==> config.mk <==
export PLATFORM = sky130hd
export DESIGN_NAME = iposq_top
export DESIGN_NICKNAME = d
export VERILOG_FILES = /design/src/core/iposq_pkg.sv /design/src/core/iposq_top.sv
export VERILOG_INCLUDE_DIRS = /design/src /design/src/core
export SDC_FILE = /design/constraint.sdc
export NUM_CORES = 1
export LEC_CHECK = 0
export BUFFER_PORTS_ARGS = -buffer_cell sky130_fd_sc_hd__buf_2
export CAP_MARGIN = 20
export CORE_ASPECT_RATIO = 0.5
export CORE_UTILIZATION = 45
export CTS_CLUSTER_SIZE = 12
export DETAILED_ROUTE_END_ITERATION = 8
export MAX_ROUTING_LAYER = met4
export PLACE_DENSITY = 0.73
export SLEW_MARGIN = 20
export SYNTH_ARGS = -nofsm -noshare
export SYNTH_HDL_FRONTEND = slang
export SYNTH_SLANG_ARGS = --single-unit
export TNS_END_PERCENT = 30
==> constraint.sdc <==
create_clock -name clk -period 5.15 [get_ports clk]
set_input_delay 1.03 -clock clk [delete_from_list [all_inputs] [get_ports clk]]
set_output_delay 1.03 -clock clk [all_outputs]
set_load 0.05 [all_outputs]
==> src/core/iposq_regs.svh <==
// Register map, reset values and timing constants of the input power-up sequencer
// Contract
// - Qualify VBUS under test load before converter start
// - Retry qualification after overvoltage clears
// - Seven bad-source failures set high-impedance mode
// - Replug or bit toggle exits; insertion clears bit
// - Detect source only after qualification, if enabled
// - Load current limit; restore voltage limit if enabled
// - Update type, power-good, pin, interrupt pulse
// - Input current never exceeds field or pin
// - Detection disabled: skip, keep limit, type 000
// - Detection order: VBUS, contact, primary, secondary
// - Forced detection reruns; bit clears when done
// - Regulator on after conditions hold 50ms
// - Power-good asserted before converter switching
// - Battery switch follows charge enable after power-up
// - Discharge probe 13ms before charging; bit forces (probe runs from run entry, battery switch not held off)
// - Light load PFM when charging off or battery low, unless disabled
// - PFM audio band avoidance unless disabled
// - Optimizer on at reset, auto after DCP, forceable
// - Effective limit from optimizer or field, pin
// - Seed optimizer from field or minimum code
// - Voltage trigger reduces result, then done flag
// - Low battery: hold seed, current trigger completes
`ifndef IPOSQ_REGS_SVH
`define IPOSQ_REGS_SVH
`define IPOSQ_CTRL_OFF     4'h0
`define IPOSQ_LIM_OFF      4'h4
`define IPOSQ_STAT_OFF     4'h8
`define IPOSQ_EFF_OFF      4'hC
`define IPOSQ_CTRL_RST     11'h506
`define IPOSQ_EXTERNAL_CURRENT_LIMIT_PIN_RST     5'h04
`define IPOSQ_VLIM_RST     5'h0A
`define IPOSQ_LIM_SDP      5'h04
`define IPOSQ_LIM_CDP      5'h0F
`define IPOSQ_LIM_DCP      5'h13
`define IPOSQ_LIM_NSTD     5'h09
`define IPOSQ_ICO_MIN      5'h04
`define IPOSQ_FAIL_MAX     3'h7
`define IPOSQ_CLK_NS       5
`define IPOSQ_NS_PER_MS    1000000
`define IPOSQ_NS_PER_US    1000
`define IPOSQ_QUAL_MS      30
`define IPOSQ_INTERNAL_BIAS_REGULATOR_MS      50
`define IPOSQ_PROBE_MS     13
`define IPOSQ_STEP_US      100
`define IPOSQ_SETTLE_US    1000
`define IPOSQ_INT_NS       1000
`endif

==> src/core/iposq_pkg.sv <==
// Types shared by the input power-up sequencer
package iposq_pkg;
  typedef enum logic [2:0] {SRC_NONE = 3'h0, SRC_SDP = 3'h1, SRC_CDP = 3'h2,
                            SRC_DCP = 3'h3, SRC_NSTD = 3'h4} iposq_src_type;
  typedef enum logic [1:0] {ICO_OFF = 2'h0, ICO_RUN = 2'h1,
                            ICO_DONE = 2'h2} iposq_ico_type;
  typedef enum {ST_IDLE, ST_QUAL, ST_OVP, ST_HIZ, ST_VBDET, ST_DCD, ST_PRIM,
                ST_SEC, ST_REGWAIT, ST_RUN} iposq_state_type;
  typedef struct packed {
    logic chargeEnable;
    logic optimizerForce;
    logic optimizerEnable;
    logic audioAvoidDisable;
    logic lightLoadPulseModeDisable;
    logic batteryDischargeLoadEnable;
    logic externalLimitEnable;
    logic forcedSourceDetect;
    logic voltageLimitRestoreEnable;
    logic autoSourceDetectEnable;
    logic highImpedanceEnable;
  } iposq_ctrl_type;
  typedef struct packed {
    logic [4:0] inputVoltageLimitField;
    logic [2:0] spare;
    logic [4:0] inputCurrentLimitField;
  } iposq_lim_type;
  typedef struct packed {
    logic          converterOn;
    logic          regulatorOn;
    logic [2:0]    failCount;
    logic [4:0]    optimizerResultLimit;
    logic          optimizerFlag;
    iposq_ico_type optimizerStatus;
    logic          powerGoodFlag;
    logic          powerGoodStatus;
    iposq_src_type sourceTypeStatus;
  } iposq_stat_type;
endpackage

==> src/core/iposq_top.sv <==
// Input qualification, source detection, power-up and optimizer sequencer
//
// Implementation choices: register access over AXI4-Lite and the placing of the registers.
`timescale 1ns/1ps
`include "iposq_regs.svh"
module iposq_top #(
  parameter int QUAL_CYC   = `IPOSQ_QUAL_MS * `IPOSQ_NS_PER_MS / `IPOSQ_CLK_NS,
  parameter int INTERNAL_BIAS_REGULATOR_CYC   = `IPOSQ_INTERNAL_BIAS_REGULATOR_MS * `IPOSQ_NS_PER_MS / `IPOSQ_CLK_NS,
  parameter int PROBE_CYC  = `IPOSQ_PROBE_MS * `IPOSQ_NS_PER_MS / `IPOSQ_CLK_NS,
  parameter int STEP_CYC   = `IPOSQ_STEP_US * `IPOSQ_NS_PER_US / `IPOSQ_CLK_NS,
  parameter int SETTLE_CYC = `IPOSQ_SETTLE_US * `IPOSQ_NS_PER_US / `IPOSQ_CLK_NS
) (
  input  wire logic       clk,
  input  wire logic       rst_b,
  input  wire logic       s_axi_awvalid,
  output logic            s_axi_awready,
  input  wire logic [3:0] s_axi_awaddr,
  input  wire logic       s_axi_wvalid,
  output logic            s_axi_wready,
  input  wire logic [31:0] s_axi_wdata,
  input  wire logic [3:0] s_axi_wstrb,
  output logic            s_axi_bvalid,
  input  wire logic       s_axi_bready,
  output logic [1:0]      s_axi_bresp,
  input  wire logic       s_axi_arvalid,
  output logic            s_axi_arready,
  input  wire logic [3:0] s_axi_araddr,
  output logic            s_axi_rvalid,
  input  wire logic       s_axi_rready,
  output logic [31:0]     s_axi_rdata,
  output logic [1:0]      s_axi_rresp,
  input  wire logic       vbusAboveUvlo,
  input  wire logic       vbusOverVolt,
  input  wire logic       vbusAboveBadSrc,
  input  wire logic       dataContact,
  input  wire logic       primaryHit,
  input  wire logic       secondaryDcp,
  input  wire logic [4:0] external_current_limit_pin,
  input  wire logic       vbatBelowMinSys,
  input  wire logic       lightLoad,
  input  wire logic       vindpmHit,
  input  wire logic       iindpmHit,
  output logic            qualLoadOn,
  output logic            high_impedance_mode,
  output logic            internal_bias_regulator,
  output logic            converterOn,
  output logic            battery_switch,
  output logic            dischargeLoadOn,
  output logic            pfmOn,
  output logic            audio_band_avoidance,
  output logic [4:0]      effLimit,
  output logic            power_good_n_pin,
  output logic            interrupt_n_pin
);
  localparam int TW = 24;
  localparam int INT_CYC = `IPOSQ_INT_NS / `IPOSQ_CLK_NS;

  iposq_pkg::iposq_state_type state_r, state_nxt;
  iposq_pkg::iposq_ctrl_type  ctrl_r;
  iposq_pkg::iposq_lim_type   lim_r;
  iposq_pkg::iposq_src_type   src_r, detSrc;
  iposq_pkg::iposq_ico_type   icoStat_r;
  iposq_pkg::iposq_stat_type  stat;
  logic [TW-1:0] tmr_r, probe_r, icoTmr_r;
  logic [7:0]    intCnt_r;
  logic [2:0]    fail_r;
  logic [4:0]    icoRes_r, baseLim, limA;
  logic [3:0]    awAddr_r;
  logic [31:0]   wData_r, wMask, rdata;
  logic          awHeld_r, wHeld_r, doWrite, rdHit, statRead, wrOk;
  logic          vbusPrev_r, insert, running_r, pg_r, pgFlag_r, icoFlag_r;
  logic          qualFail, qualPass, detDone, stepEnd, pgSet, intEv;
  logic          icoStart, icoDoneEv, backedOff_r, icoTick, limWrite, icoPend_r;

  // Byte enables to a bit mask
  function automatic logic [31:0] strbMask(input logic [3:0] s);
    logic [31:0] m;
    m = '0;
    for (int i = 0; i < 4; i++) begin
      m[i*8 +: 8] = {8{s[i]}};
    end
    return m;
  endfunction

  // Current limit per detected source type
  function automatic logic [4:0] srcLimit(input iposq_pkg::iposq_src_type s);
    case (s)
      iposq_pkg::SRC_SDP: return `IPOSQ_LIM_SDP;
      iposq_pkg::SRC_CDP: return `IPOSQ_LIM_CDP;
      iposq_pkg::SRC_DCP: return `IPOSQ_LIM_DCP;
      default:            return `IPOSQ_LIM_NSTD;
    endcase
  endfunction

  // Write channel capture, either order
  assign s_axi_awready = !awHeld_r && !s_axi_bvalid;
  assign s_axi_wready  = !wHeld_r && !s_axi_bvalid;
  assign doWrite = awHeld_r && wHeld_r && !s_axi_bvalid;
  assign wMask = strbMask(s_axi_wstrb);
  always_ff @(posedge clk) begin
    if (!rst_b) begin
      awHeld_r <= 1'b0;
      wHeld_r  <= 1'b0;
      awAddr_r <= 4'h0;
      wData_r  <= 32'h0;
    end else begin
      if (s_axi_awvalid && s_axi_awready) begin
        awHeld_r <= 1'b1;
        awAddr_r <= s_axi_awaddr;
      end else if (doWrite) begin
        awHeld_r <= 1'b0;
      end
      if (s_axi_wvalid && s_axi_wready) begin
        wHeld_r <= 1'b1;
        wData_r <= (s_axi_wdata & wMask) | (wData_r & ~wMask);
      end else if (doWrite) begin
        wHeld_r <= 1'b0;
      end
    end
  end

  // Write response, error on unmapped or read-only address
  assign wrOk = awAddr_r == `IPOSQ_CTRL_OFF || awAddr_r == `IPOSQ_LIM_OFF;
  always_ff @(posedge clk) begin
    if (!rst_b) begin
      s_axi_bvalid <= 1'b0;
      s_axi_bresp  <= 2'h0;
    end else if (doWrite) begin
      s_axi_bvalid <= 1'b1;
      s_axi_bresp  <= wrOk ? 2'h0 : 2'h2;
    end else if (s_axi_bready) begin
      s_axi_bvalid <= 1'b0;
    end
  end

  // Read path
  assign s_axi_arready = !s_axi_rvalid;
  assign rdHit = s_axi_arvalid && s_axi_arready;
  assign statRead = rdHit && s_axi_araddr == `IPOSQ_STAT_OFF;
  assign stat = '{converterOn: state_r == iposq_pkg::ST_RUN,
                  regulatorOn: running_r, failCount: fail_r,
                  optimizerResultLimit: icoRes_r, optimizerFlag: icoFlag_r,
                  optimizerStatus: icoStat_r, powerGoodFlag: pgFlag_r,
                  powerGoodStatus: pg_r, sourceTypeStatus: src_r};
  always_comb begin
    rdata = 32'h0;
    if (s_axi_araddr == `IPOSQ_CTRL_OFF) begin
      rdata = 32'(ctrl_r);
    end else if (s_axi_araddr == `IPOSQ_LIM_OFF) begin
      rdata = 32'(lim_r);
    end else if (s_axi_araddr == `IPOSQ_STAT_OFF) begin
      rdata = 32'(stat);
    end else if (s_axi_araddr == `IPOSQ_EFF_OFF) begin
      rdata = 32'(effLimit);
    end
  end
  always_ff @(posedge clk) begin
    if (!rst_b) begin
      s_axi_rvalid <= 1'b0;
      s_axi_rdata  <= 32'h0;
      s_axi_rresp  <= 2'h0;
    end else if (rdHit) begin
      s_axi_rvalid <= 1'b1;
      s_axi_rdata  <= rdata;
      s_axi_rresp  <= s_axi_araddr[1:0] == 2'h0 ? 2'h0 : 2'h2;
    end else if (s_axi_rready) begin
      s_axi_rvalid <= 1'b0;
    end
  end

  // Sequencer next state
  assign insert = vbusAboveUvlo && !vbusPrev_r;
  assign stepEnd = tmr_r == TW'(STEP_CYC - 1);
  always_comb begin
    state_nxt = state_r;
    qualFail = 1'b0;
    qualPass = 1'b0;
    detDone = 1'b0;
    detSrc = iposq_pkg::SRC_NONE;
    if (!vbusAboveUvlo) begin
      state_nxt = iposq_pkg::ST_IDLE;
    end else if (vbusOverVolt) begin
      state_nxt = iposq_pkg::ST_OVP;
    end else if (ctrl_r.highImpedanceEnable && state_r != iposq_pkg::ST_IDLE) begin
      state_nxt = iposq_pkg::ST_HIZ;
    end else begin
      case (state_r)
        iposq_pkg::ST_IDLE: state_nxt = iposq_pkg::ST_QUAL;
        iposq_pkg::ST_OVP:  state_nxt = iposq_pkg::ST_QUAL;
        iposq_pkg::ST_HIZ:  state_nxt = iposq_pkg::ST_QUAL;
        iposq_pkg::ST_QUAL: begin
          if (!vbusAboveBadSrc) begin
            qualFail = 1'b1;
            if (fail_r == `IPOSQ_FAIL_MAX - 3'h1) begin
              state_nxt = iposq_pkg::ST_HIZ;
            end
          end else if (tmr_r == TW'(QUAL_CYC - 1)) begin
            qualPass = 1'b1;
            state_nxt = ctrl_r.autoSourceDetectEnable ? iposq_pkg::ST_VBDET
                                                      : iposq_pkg::ST_REGWAIT;
          end
        end
        iposq_pkg::ST_VBDET: begin
          if (stepEnd) begin
            state_nxt = iposq_pkg::ST_DCD;
          end
        end
        iposq_pkg::ST_DCD: begin
          if (stepEnd && !dataContact) begin
            detDone = 1'b1;
            detSrc = iposq_pkg::SRC_NSTD;
          end else if (stepEnd) begin
            state_nxt = iposq_pkg::ST_PRIM;
          end
        end
        iposq_pkg::ST_PRIM: begin
          if (stepEnd && !primaryHit) begin
            detDone = 1'b1;
            detSrc = iposq_pkg::SRC_SDP;
          end else if (stepEnd) begin
            state_nxt = iposq_pkg::ST_SEC;
          end
        end
        iposq_pkg::ST_SEC: begin
          if (stepEnd) begin
            detDone = 1'b1;
            detSrc = secondaryDcp ? iposq_pkg::SRC_DCP : iposq_pkg::SRC_CDP;
          end
        end
        iposq_pkg::ST_REGWAIT: begin
          if (tmr_r == TW'(INTERNAL_BIAS_REGULATOR_CYC - 1)) begin
            state_nxt = iposq_pkg::ST_RUN;
          end
        end
        default: begin
          if (ctrl_r.forcedSourceDetect) begin
            state_nxt = iposq_pkg::ST_VBDET;
          end
        end
      endcase
      if (detDone) begin
        state_nxt = running_r ? iposq_pkg::ST_RUN : iposq_pkg::ST_REGWAIT;
      end
    end
  end

  // Sequencer state, step timer and power-up memory
  always_ff @(posedge clk) begin
    if (!rst_b) begin
      state_r    <= iposq_pkg::ST_IDLE;
      tmr_r      <= '0;
      vbusPrev_r <= 1'b0;
      running_r  <= 1'b0;
    end else begin
      state_r    <= state_nxt;
      vbusPrev_r <= vbusAboveUvlo;
      tmr_r      <= (state_nxt != state_r || qualFail) ? '0 : tmr_r + 1'b1;
      if (state_nxt == iposq_pkg::ST_RUN) begin
        running_r <= 1'b1;
      end else if (state_nxt inside {iposq_pkg::ST_IDLE, iposq_pkg::ST_OVP,
                                     iposq_pkg::ST_HIZ, iposq_pkg::ST_QUAL}) begin
        running_r <= 1'b0;
      end
    end
  end

  // Consecutive bad-source failures
  always_ff @(posedge clk) begin
    if (!rst_b || qualPass || !vbusAboveUvlo) begin
      fail_r <= 3'h0;
    end else if (state_r == iposq_pkg::ST_HIZ && state_nxt == iposq_pkg::ST_QUAL) begin
      fail_r <= 3'h0;
    end else if (qualFail) begin
      fail_r <= fail_r + 3'h1;
    end
  end

  // Control register; hardware updates win over a same-cycle write
  assign limWrite = doWrite && awAddr_r == `IPOSQ_LIM_OFF;
  always_ff @(posedge clk) begin
    if (!rst_b) begin
      ctrl_r <= `IPOSQ_CTRL_RST;
    end else begin
      if (doWrite && awAddr_r == `IPOSQ_CTRL_OFF) begin
        ctrl_r <= wData_r[$bits(ctrl_r)-1:0];
      end
      if (insert) begin
        ctrl_r.highImpedanceEnable <= 1'b0;
      end else if (qualFail && state_nxt == iposq_pkg::ST_HIZ) begin
        ctrl_r.highImpedanceEnable <= 1'b1;
      end
      if (detDone) begin
        ctrl_r.forcedSourceDetect <= 1'b0;
      end
      if (icoStart) begin
        ctrl_r.optimizerForce <= 1'b0;
      end
    end
  end

  // Limit fields; detection result overrides a write
  always_ff @(posedge clk) begin
    if (!rst_b) begin
      lim_r <= '{inputVoltageLimitField: `IPOSQ_VLIM_RST, spare: 3'h0,
                 inputCurrentLimitField: `IPOSQ_EXTERNAL_CURRENT_LIMIT_PIN_RST};
    end else begin
      if (limWrite) begin
        lim_r.inputVoltageLimitField <= wData_r[12:8];
        lim_r.inputCurrentLimitField <= wData_r[4:0];
      end
      if (detDone) begin
        lim_r.inputCurrentLimitField <= srcLimit(detSrc);
        if (ctrl_r.voltageLimitRestoreEnable) begin
          lim_r.inputVoltageLimitField <= `IPOSQ_VLIM_RST;
        end
      end
    end
  end

  // Source type and power-good; flag clear on status read, set wins
  assign pgSet = detDone || (qualPass && !ctrl_r.autoSourceDetectEnable);
  always_ff @(posedge clk) begin
    if (!rst_b || !vbusAboveUvlo) begin
      src_r <= iposq_pkg::SRC_NONE;
      pg_r  <= 1'b0;
    end else begin
      if (detDone) begin
        src_r <= detSrc;
      end else if (qualPass && !ctrl_r.autoSourceDetectEnable) begin
        src_r <= iposq_pkg::SRC_NONE;
      end
      if (pgSet) begin
        pg_r <= 1'b1;
      end
    end
  end
  always_ff @(posedge clk) begin
    if (!rst_b) begin
      pgFlag_r <= 1'b0;
    end else if (pgSet) begin
      pgFlag_r <= 1'b1;
    end else if (statRead) begin
      pgFlag_r <= 1'b0;
    end
  end

  // Interrupt pulse; events during a pulse merge into it
  assign intEv = detDone || pgSet || (qualFail && state_nxt == iposq_pkg::ST_HIZ)
               || icoDoneEv;
  always_ff @(posedge clk) begin
    if (!rst_b) begin
      intCnt_r <= 8'h00;
    end else if (intCnt_r != 8'h00) begin
      intCnt_r <= intCnt_r - 8'h01;
    end else if (intEv) begin
      intCnt_r <= 8'(INT_CYC);
    end
  end

  // Battery presence probe on entry to run
  always_ff @(posedge clk) begin
    if (!rst_b || state_r != iposq_pkg::ST_RUN) begin
      probe_r <= '0;
    end else if (probe_r != TW'(PROBE_CYC)) begin
      probe_r <= probe_r + 1'b1;
    end
  end

  // DCP found before power-up: start the optimizer once running
  always_ff @(posedge clk) begin
    if (!rst_b || !vbusAboveUvlo || icoStart) begin
      icoPend_r <= 1'b0;
    end else if (detDone && detSrc == iposq_pkg::SRC_DCP) begin
      icoPend_r <= 1'b1;
    end
  end

  // Optimizer
  assign icoStart = ctrl_r.optimizerEnable && running_r
                    && ((detDone && detSrc == iposq_pkg::SRC_DCP)
                        || icoPend_r || ctrl_r.optimizerForce || limWrite);
  assign icoTick = icoTmr_r == TW'(SETTLE_CYC - 1);
  always_comb begin
    icoDoneEv = 1'b0;
    if (icoStat_r == iposq_pkg::ICO_RUN && ctrl_r.optimizerEnable && running_r
        && !icoStart && !vindpmHit && icoTick) begin
      icoDoneEv = backedOff_r || (iindpmHit && (vbatBelowMinSys
                  || icoRes_r >= lim_r.inputCurrentLimitField));
    end
  end
  always_ff @(posedge clk) begin
    if (!rst_b || !ctrl_r.optimizerEnable || !running_r) begin
      icoStat_r   <= iposq_pkg::ICO_OFF;
      icoRes_r    <= `IPOSQ_ICO_MIN;
      icoTmr_r    <= '0;
      backedOff_r <= 1'b0;
    end else if (icoStart) begin
      icoStat_r   <= iposq_pkg::ICO_RUN;
      icoRes_r    <= vbatBelowMinSys ? lim_r.inputCurrentLimitField
                                     : `IPOSQ_ICO_MIN;
      icoTmr_r    <= '0;
      backedOff_r <= 1'b0;
    end else if (icoStat_r == iposq_pkg::ICO_RUN) begin
      icoTmr_r <= (vindpmHit || icoTick) ? '0 : icoTmr_r + 1'b1;
      if (vindpmHit) begin
        backedOff_r <= 1'b1;
        if (icoRes_r > `IPOSQ_ICO_MIN) begin
          icoRes_r <= icoRes_r - 5'h01;
        end
      end else if (icoDoneEv) begin
        icoStat_r <= iposq_pkg::ICO_DONE;
      end else if (icoTick && iindpmHit) begin
        icoRes_r <= icoRes_r + 5'h01;
      end
    end
  end
  always_ff @(posedge clk) begin
    if (!rst_b) begin
      icoFlag_r <= 1'b0;
    end else if (icoDoneEv) begin
      icoFlag_r <= 1'b1;
    end else if (statRead) begin
      icoFlag_r <= 1'b0;
    end
  end

  // Effective input current limit
  assign baseLim = icoStat_r != iposq_pkg::ICO_OFF ? icoRes_r
                                                   : lim_r.inputCurrentLimitField;
  assign limA = baseLim < lim_r.inputCurrentLimitField ? baseLim
                                                       : lim_r.inputCurrentLimitField;

  // Registered pin and control outputs
  always_ff @(posedge clk) begin
    if (!rst_b) begin
      qualLoadOn              <= 1'b0;
      high_impedance_mode     <= 1'b1;
      internal_bias_regulator <= 1'b0;
      converterOn             <= 1'b0;
      battery_switch          <= 1'b1;
      dischargeLoadOn         <= 1'b0;
      pfmOn                   <= 1'b0;
      audio_band_avoidance    <= 1'b0;
      effLimit                <= `IPOSQ_EXTERNAL_CURRENT_LIMIT_PIN_RST;
      power_good_n_pin        <= 1'b1;
      interrupt_n_pin         <= 1'b1;
    end else begin
      qualLoadOn              <= state_r == iposq_pkg::ST_QUAL;
      high_impedance_mode     <= !running_r;
      internal_bias_regulator <= running_r;
      converterOn             <= running_r && pg_r;
      battery_switch          <= !running_r || ctrl_r.chargeEnable;
      dischargeLoadOn         <= ctrl_r.batteryDischargeLoadEnable
                                 || (running_r && probe_r != TW'(PROBE_CYC));
      pfmOn                   <= running_r && lightLoad
                                 && (!ctrl_r.chargeEnable || vbatBelowMinSys)
                                 && !ctrl_r.lightLoadPulseModeDisable;
      audio_band_avoidance    <= running_r && lightLoad
                                 && (!ctrl_r.chargeEnable || vbatBelowMinSys)
                                 && !ctrl_r.lightLoadPulseModeDisable
                                 && !ctrl_r.audioAvoidDisable;
      effLimit                <= (ctrl_r.externalLimitEnable
                                  && external_current_limit_pin < limA)
                                 ? external_current_limit_pin : limA;
      power_good_n_pin        <= !pg_r;
      interrupt_n_pin         <= intCnt_r == 8'h00;
    end
  end
endmodule

==> impl_metrics.yaml, run 1 <==
run_status:
  status: "complete, no violations"
logic_synthesis:
  synth.area.top_cells: "dfxtp_1, nor2_1, mux2i_1"
  syn_area_um2: 10100
  syn_inst: 1178
  ys.warnings.count: 0
  synth-seq-cells: 209
  netlist-cell-type-count: 82
  avgSynthCellArea_um2: 8.59
  synth_edf_count: 0
  synth_top_area_cell: "dfxtp_1"
  ys.flop_type: "dfxtp_1"
  async_reset_ff_frac: 0
  ys_seq_area_frac: 0.414
  synth_top_area_frac: 0.414
timing:
  rsz0062_at_grt: "false"
  drv_slew: 0
  worstMarginPinSlew_ns: 0.910
  hold_violations: 0
  min_period_over_period: 0.852
  setup_viol: 0
  relSlewSlack: 0.388
  worst_slack_ns: 0.760
  period_minus_slack_ns: 4.39
  max_clock_freq_mhz: 228
  fin_skew_ns: 0.0108
  tns_ns: 0
drt:
  wl_per_cell_um: 15.5
  drcViolationCount: 0
  dr_total_vias: 8478
  final_antenna_net_count: 0
  drtPass1Iterations: 5
  wl_um: 24100
  vias_per_cell: 5.47
  drt-initial-drc-count: 540
global_route:
  grt_first_pass_wirelength_um: 38700
  grt_max_degree: 66
  grt.total_usage: 0.208
  grt-ovfl-total: 0
  grt_pass1_vias: 7937
  antenna_found_initial: 0
finish:
  fin_cells: 1549
  area_growth_pct: 10.8
  final_cell_mix: "dfxtp_1, nor2_1, nand2_1"
  final_area_um2: 11200
  fin_util: 0.513
  multi_input_area_um2: 5490
  nFillCells: 2038
  final_nets: 1337
  layout_commonest_cell: "dfxtp_1"
  diodes: 0
  seq_area_um2: 4180
  drive_gt1_frac: 0.135
floorplanning:
  fp.dieH_um: 108
  initial_utilization: 0.462
  dieWidth_um: 214
  core_um2: 21900
  die_area_um2: 23100
  top_level_ports: 122
  rows: 38
cts:
  cts.sinks: 209
  h-tree-depth: 1
  clk_pin_slew_worst_paths_ns: 0.06
  insertion_delay_ns: 0.50
  cts_resized: 0
  cts_root_buf: "clkbuf_16"
  cts_setup_buffers: 0
  clk_path_buf_depth: 3
  cts_hold_buffers: 0
  cts_made_buffers: 21
  cts_tree: "yes"
power_and_ir_drop:
  leakage_nw: 4.24
  pwr_density_cell_nw_per_um2: 307
  vdd_ir_drop_max_mv: 0.156
worst_setup_path:
  crit_start: "icoStat_r[1]"
  r2r_cells: 19
  cp_data_arrival_time_ns: 4.74
  rrSetupSlack_ns: 0.76
  endpoint_kind: "flop"
  cp_max_fo: 9
  required_ns: 5.50
  worstSetupPathType: "flop to flop"
  reg2reg_to: "effLimit[0]"
  startpoint_type: "flop"
  endpoint: "effLimit[0]"
  reg2reg_from: "icoStat_r[1]"
min_path:
  holdCritPathClass: "flop to flop"
place:
  hpwl_um: 17400
  place_inst: 1523
  place.gp.congestion: 0.941
  post_dp_cell_area_um2: 10600
  place_ws_ns: 0.841
  io_buffers: 84
flow_run:
  drv_cap: 0
## power by group
group	leakage, nW	internal, mW	switching [mW]	total, mW
Sequential	1.69	1.66	0.0421	1.71
Combinational	2.27	0.133	0.246	0.379
Clock	0.277	0.757	0.597	1.35
Total	4.24	2.56	0.885	3.44
## sequential cells by signal, summed over array words and instances (netlist names), 2 cells and up, named ones only
register     flops
awAddr_r         4
ctrl_r          11
effLimit         5
fail_r           3
icoRes_r         5
icoStat_r        2
icoTmr_r        24
intCnt_r         8
lim_r           10
probe_r         24
s_axi_rdata     18
src_r            3
state_r         32
tmr_r           24
## worst min path at each step
stage          startpoint               end  cells after the start
5_1_grt              pg_r  power_good_n_pin                      1
3_5_place_dp         pg_r  power_good_n_pin                      1
4_1_cts              pg_r  power_good_n_pin                      1
3_3_place_gp         pg_r  power_good_n_pin                      1
2_1_floorplan        pg_r  power_good_n_pin                      1
6_report             pg_r  power_good_n_pin                      1
## final cells by class
type | instances | area share
Sequential cell | 209 | 0.373
Tap cell | 300 | 0.0335
Multi-Input combinational cell | 888 | 0.490
Inverter | 37 | 0.0124
Timing Repair Buffer | 89 | 0.0408
Clock buffer | 26 | 0.0503
## metrics by stage
stage                     hold slack, ns  power [mW]
final                              0.413        3.44
after global routing               0.436        3.58
after CTS                          0.416        3.47
after detailed placement           0.403        2.12
after global placement             0.400        2.10
after floorplan                    0.380        2.04
## critical path: stages, from the launching register on
cell,delay (ns)
dfxtp_1,0.33
nor2_1,0.47
o21ai_0,0.22
ha_1,0.32
o31a_1,0.10
o21a_1,0.16
o21a_1,0.19
o21a_1,0.17
nor2_1,0.33
mux2i_1,0.31
ha_1,0.28
a21oi_1,0.15
nor2b_1,0.06
o21ai_0,0.15
nand3b_1,0.15
nor3_1,0.21
mux2i_1,0.11
nand2_1,0.26
mux2i_1,0.22
nor2_1,0.05
## Yosys cell counts (all sizes together), types with 3 or more instances
master and number:
dfxtp 209, nor2 181, nand2 107, a21oi 57, nand3 49, mux2i 46
xor2 38, and2 37, inv 37, o21ai 36, clkbuf 35, xnor2 31
nor4 29, and3 26, nor3 25, ha 24, buf 23, nand4 21
or3 15, nand2b 12, nor2b 12, or2 10, a21o 9, a22oi 8
a22o 7, o21a 7, or4 7, a221oi 6, and4 5, nand4b 5
nor4b 5, o211ai 5, nand3b 4, o211a 4, o22ai 4, a211oi 3
a31oi 3, mux2 3, o41ai 3
## cells by family (layout without fill, tap and decap cells)
group,after synthesis,in the layout,share of synthesized area
AO/OA/AOI/OAI,173,173,0.114
XOR/XNOR,69,69,0.0597
adder cells (fa/ha/maj),25,25,0.0317
buffers and inverters,96,152,0.0496
flip-flops,209,209,0.414
multiplexers,49,49,0.0489
other,1,16,0.000371
AND/OR/NAND/NOR,556,556,0.282
## metal layers
metal | up-vias | wire (µm) | track usage
li1 | 4196 | - | -
met1 | 4041 | 10900 | 0.260
met2 | 192 | 11500 | 0.351
met3 | 49 | 1050 | 0.0290
met4 | 0 | 693 | 0.0683
met5 | - | 0 | -
Note: power is estimated with default switching activity, not from simulation.
==> run 2: changes to the inputs <==
Settings changed: CORE_ASPECT_RATIO 0.5 to 1.25, REMOVE_ABC_BUFFERS set to 1.
==> run 2 against run 1 <==
Compared with the run above: critical path depth unchanged; clock power increased by 19%; die area decreased by 0.14%; hold slack improved by 0.024 ns; sequential share of layout area decreased by 0.56 points; core utilization increased by 1.0 points; largest cell class unchanged.
==> impl_metrics.yaml, run 2 (same netlist as run 1, synthesis figures left out) <==
timing:
  period_minus_slack_ns: 4.27
  setup_viol: 0
  min_period_over_period: 0.830
  drv_slew: 0
  relSlewSlack: 0.340
  fin_skew_ns: 0.00956
  tns_ns: 0
  max_clock_freq_mhz: 234
  worstMarginPinSlew_ns: 0.989
  rsz0062_at_grt: "false"
  hold_violations: 0
worst_setup_path:
  crit_path_cell_trace: "nor2_1 -> o21ai_0 -> ha_1 -> o31a_1 -> o21a_1 -> o21a_1 -> o21a_1 -> nor2_1 -> mux2i_1 -> ha_1 -> a21oi_1 -> nor2b_1 -> o21ai_0 -> nand3b_1 -> nor3_1 -> mux2i_1 -> nand2_1 -> mux2i_1 -> nor2_1"
  required_ns: 5.52
  worstSetupPathType: "flop to flop"
  cpMaxStageDelayCell: "nor2_1"
  cp_data_arrival_time_ns: 4.64
  startpoint_type: "flop"
  endpoint_kind: "flop"
  worst-path-buf-inv: 0
  cp_max_fo: 9
  cpPeakStageDelay_ns: 0.45
  cp_top_family: "simple AND/OR/NAND/NOR gates"
floorplanning:
  top_level_ports: 122
  fp.dieH_um: 170
  die_area_um2: 23100
  core_um2: 21800
  initial_utilization: 0.465
  dieWidth_um: 136
  rows: 60
drt:
  drcViolationCount: 0
  drt-initial-drc-count: 633
  dr_total_vias: 8541
  wl_um: 24900
  wl_per_cell_um: 16.1
  final_antenna_net_count: 0
  vias_per_cell: 5.53
  drtPass1Iterations: 5
finish:
  area_growth_pct: 12.5
  multi_input_area_um2: 5490
  fin_cells: 1545
  final_cell_mix: "dfxtp_1, nor2_1, nand2_1"
  seq_area_um2: 4180
  drive_gt1_frac: 0.143
  layout_commonest_cell: "dfxtp_1"
  final_area_um2: 11400
  diodes: 0
  regMostFlops: "state_r"
  fin_util: 0.523
  nFillCells: 2054
  largest_register_ffs: 32
  final_nets: 1343
global_route:
  antenna_found_initial: 0
  grt_pass1_vias: 8199
  grt.total_usage: 0.222
  grt-ovfl-total: 0
  grt_first_pass_wirelength_um: 40200
  grt_max_degree: 66
cts:
  cts_hold_buffers: 0
  cts_root_buf: "clkbuf_16"
  cts_tree: "yes"
  insertion_delay_ns: 0.51
  clk_path_buf_depth: 3
  cts.sinks: 209
  clk_pin_slew_worst_paths_ns: 0.06
  cts_setup_buffers: 0
  h-tree-depth: 1
  cts_made_buffers: 23
  cts_resized: 0
run_status:
  status: "complete, no violations"
place:
  place.gp.congestion: 0.938
  io_buffers: 84
  hpwl_um: 18200
  post_dp_cell_area_um2: 10600
  place_inst: 1506
power_and_ir_drop:
  pwr_density_cell_nw_per_um2: 325
  leakage_nw: 4.34
  finalPower_mw: 3.69
  vdd_ir_drop_max_mv: 0.266
min_path:
  holdCritPathClass: "flop to flop"
flow_run:
  drv_cap: 0
[run 2: final timing paths]
| path | to | startpoint | cells after the start | slack (ns) |
|---|---|---|---|---|
| worst min register to register | power_good_n_pin | pg_r | 1 | 0.44 |
| worst max-delay path | effLimit[0] | icoStat_r[0] | 19 | 0.88 |
| worst min-delay path | power_good_n_pin | pg_r | 1 | 0.44 |
| worst max register to register | effLimit[0] | icoStat_r[0] | 19 | 0.88 |
[run 2: per-stage QoR]
stage,hold slack (ns),setup slack (ns)
2_1_floorplan,0.380,1.41
3_3_place_gp,0.411,0.996
3_5_place_dp,0.418,0.878
4_1_cts,0.439,0.870
5_1_grt,0.455,0.561
6_report,0.437,0.878
[run 2: layout make-up]
cell class | instances | area share
multi-input combinational | 888 | 0.482
inverter | 37 | 0.0122
tap | 279 | 0.0307
timing repair buffer | 93 | 0.0429
sequential | 209 | 0.368
clock inverter | 5 | 0.00714
clock buffer | 34 | 0.0577
[run 2: layer usage]
| layer | global-route usage | part of all wire |
|---|---|---|
| met5 | - | 0 |
| met4 | 0.0797 | 0.027 |
| met1 | 0.260 | 0.43 |
| met2 | 0.387 | 0.50 |
| met3 | 0.0290 | 0.048 |
[run 2: report_power, final]
group          switching [mW]  internal [mW]  leakage (nW)  total, mW
clock                   0.623          0.978         0.357       1.60
sequential             0.0427           1.67          1.69       1.71
combinational           0.250          0.134          2.29      0.384
total                   0.916           2.78          4.34       3.69
==> run 3: changes to the inputs <==
Settings changed: ABC_AREA set to 1.
Clock period 5.15 ns to 4.3 ns, I/O delays scaled along.
==> run 3 against run 2 <==
Compared with the run above: global-route usage is 1.3 points higher; core utilization decreased by 0.98 points; register-to-register slack lost 0.22 ns; sequential power grew 20%; first-iteration DRC count rose by 0.32%; flip-flop and latch count did not move.
==> impl_metrics.yaml, run 3 <==
cts:
  cts.sinks: 209
  cts_hold_buffers: 0
  clk_pin_slew_worst_paths_ns: 0.06
  cts_setup_buffers: 0
  insertion_delay_ns: 0.51
  h-tree-depth: 1
  cts_made_buffers: 23
  cts_tree: "yes"
  clk_path_buf_depth: 3
  cts_resized: 0
  cts_root_buf: "clkbuf_16"
run_status:
  status: "complete, no violations"
worst_setup_path:
  cp_max_fo: 10
  reg2reg_to: "effLimit[0]"
  cpMaxStageDelayCell: "nor2_1"
  worstSetupPathType: "flop to flop"
  required_ns: 4.74
  startpoint_type: "flop"
  cp_num_cells: 16
  cpPeakStageDelay_ns: 0.39
  cp_top_family: "compound AO/OA/AOI/OAI gates"
  reg2reg_from: "icoStat_r[1]"
  cp_data_arrival_time_ns: 4.08
  endpoint_kind: "flop"
  r2r_cells: 16
  crit_path_cell_trace: "nor2_1 -> inv_1 -> o21ai_0 -> ha_1 -> a21oi_1 -> o21a_1 -> nand2_1 -> o21ai_0 -> ha_1 -> a21oi_1 -> nor2_1 -> a2111oi_0 -> nand2_1 -> inv_1 -> o21ai_0 -> a21oi_1"
  rrSetupSlack_ns: 0.66
  worst-path-buf-inv: 2
global_route:
  grt_first_pass_wirelength_um: 47500
  grt.total_usage: 0.235
  antenna_found_initial: 0
  grt-ovfl-total: 0
  grt_max_degree: 66
  grt_pass1_vias: 10100
finish:
  nFillCells: 2457
  layout_commonest_cell: "nand2_1"
  diodes: 0
  area_growth_pct: 11.6
  final_area_um2: 12600
  drive_gt1_frac: 0.126
  regMostFlops: "state_r"
  final_nets: 1794
  largest_register_ffs: 32
  final_cell_mix: "nand2_1, nor2_1, inv_1"
  fin_cells: 2046
logic_synthesis:
  synth_top_area_cell: "dfxtp_1"
  synth_top_area_frac: 0.371
  synth_edf_count: 0
  ys.warnings.count: 0
  syn_area_um2: 11300
  synth-seq-cells: 209
  async_reset_ff_frac: 0
  netlist-cell-type-count: 52
  ys_seq_area_frac: 0.371
  ys.flop_type: "dfxtp_1"
  synth_most_common_cell: "nand2_1"
  synthTopCellsByCount: "nand2_1, nor2_1, inv_1"
  synth.area.top_cells: "dfxtp_1, nand2_1, nor2_1"
  syn_inst: 1626
  avgSynthCellArea_um2: 6.93
timing:
  drv_slew: 0
  setup_viol: 0
  tns_ns: 0
  max_clock_freq_mhz: 275
  fin_skew_ns: 0.00853
  min_period_over_period: 0.847
  worst_slack_ns: 0.659
  hold_violations: 0
  relSlewSlack: 0.375
  rsz0062_at_grt: "false"
  hold_slack_ns: 0.444
  period_minus_slack_ns: 3.64
  worstMarginPinSlew_ns: 0.936
floorplanning:
  initial_utilization: 0.460
  top_level_ports: 122
  fp.dieH_um: 179
  core_um2: 24500
  die_area_um2: 25700
  rows: 64
  dieWidth_um: 144
place:
  io_buffers: 84
  place_ws_ns: 0.704
  place.gp.congestion: 0.927
  hpwl_um: 21800
  place_inst: 2008
  post_dp_cell_area_um2: 11900
drt:
  wl_per_cell_um: 14.1
  wl_um: 28800
  dr_total_vias: 10600
  drt-initial-drc-count: 635
  vias_per_cell: 5.17
  final_antenna_net_count: 0
  drcViolationCount: 0
  drtPass1Iterations: 5
power_and_ir_drop:
  vdd_ir_drop_max_mv: 0.277
  pwr_density_cell_nw_per_um2: 351
  leakage_nw: 5.31
flow_run:
  drv_cap: 0
min_path:
  worstHoldEndpoint: "tmr_r[0]"
  hold-path-cell-count: 1
  min_from: "tmr_r[0]"
  holdCritPathClass: "flop to flop"
## run 3: cell count changes after synthesis, moves of 35 or more
| cell | before | now |
|---|---|---|
| inv_1 | 37 | 222 |
| nand2_1 | 105 | 304 |
| nor2_1 | 160 | 244 |
| o21ai_0 | 33 | 91 |
| nand3_1 | 47 | 84 |
| mux2i_1 | 46 | 0 |
| and2_1 | 36 | 1 |
## run 3: per-layer routing
metal  part of all wire  up-vias  global-route usage  wire, µm
met4              0.038        0               0.102      1080
met3              0.049       75              0.0267      1400
li1                   -     5388                   -         -
met2               0.50      284               0.421     14400
met1               0.42     4832               0.263     12000
met5                  0        -                   -         0
## run 3: worst max-delay path by stage
stage / start / end / slack (ns)
2_1_floorplan: icoStat_r[1] / effLimit[0] / 1.31
3_3_place_gp: icoStat_r[1] / effLimit[0] / 0.84
3_5_place_dp: icoStat_r[1] / effLimit[0] / 0.70
4_1_cts: icoStat_r[1] / effLimit[0] / 0.68
5_1_grt: icoStat_r[1] / effLimit[0] / 0.17
6_report: icoStat_r[1] / effLimit[0] / 0.66
## run 3: stage by stage
step / util / power [mW]
3_3_place_gp: 0.485 / 2.60
5_1_grt: 0.513 / 4.60
6_report: 0.513 / 4.41
3_5_place_dp: 0.485 / 2.62
4_1_cts: 0.513 / 4.44
2_1_floorplan: - / 2.46
## run 3: logic make-up (layout without fill, tap and decap cells)
group                    after synthesis  after routing  synth area share
AND/OR/NAND/NOR                      812            812             0.337
buffers and inverters                294            369             0.110
AO/OA/AOI/OAI                        247            247             0.124
flip-flops                           209            209             0.371
XOR/XNOR                              38             38            0.0295
adder cells (fa/ha/maj)               25             25            0.0284
other                                  1             16          0.000333
## run 3: worst register-to-register path, stage by stage, from the launching register on
cell and delay [ns]:
dfxtp_1 0.34, nor2_1 0.39, inv_1 0.16, o21ai_0 0.25, ha_1 0.30, a21oi_1 0.17, o21a_1 0.13, nand2_1 0.17
o21ai_0 0.31, ha_1 0.31, a21oi_1 0.14, nor2_1 0.05, a2111oi_0 0.27, nand2_1 0.23, inv_1 0.16, o21ai_0 0.09
a21oi_1 0.12
## run 3: cell type report
class | count | area, µm² | share of cell area
multi-input cells | 1138 | 5910 | 0.470
clock inverters | 7 | 38.8 | 0.00309
well taps | 330 | 413 | 0.0328
repair buffers | 91 | 473 | 0.0376
inverters | 240 | 902 | 0.0718
clock buffers | 31 | 656 | 0.0521
flip-flops and latches | 209 | 4180 | 0.333
## run 3: where the power goes
part           internal, mW  leakage (nW)  switching, mW  total [mW]
registers              2.00          1.69         0.0463        2.05
clock network          1.06         0.351          0.772        1.83
logic                 0.157          3.26          0.373       0.530
total                  3.22          5.31           1.19        4.41
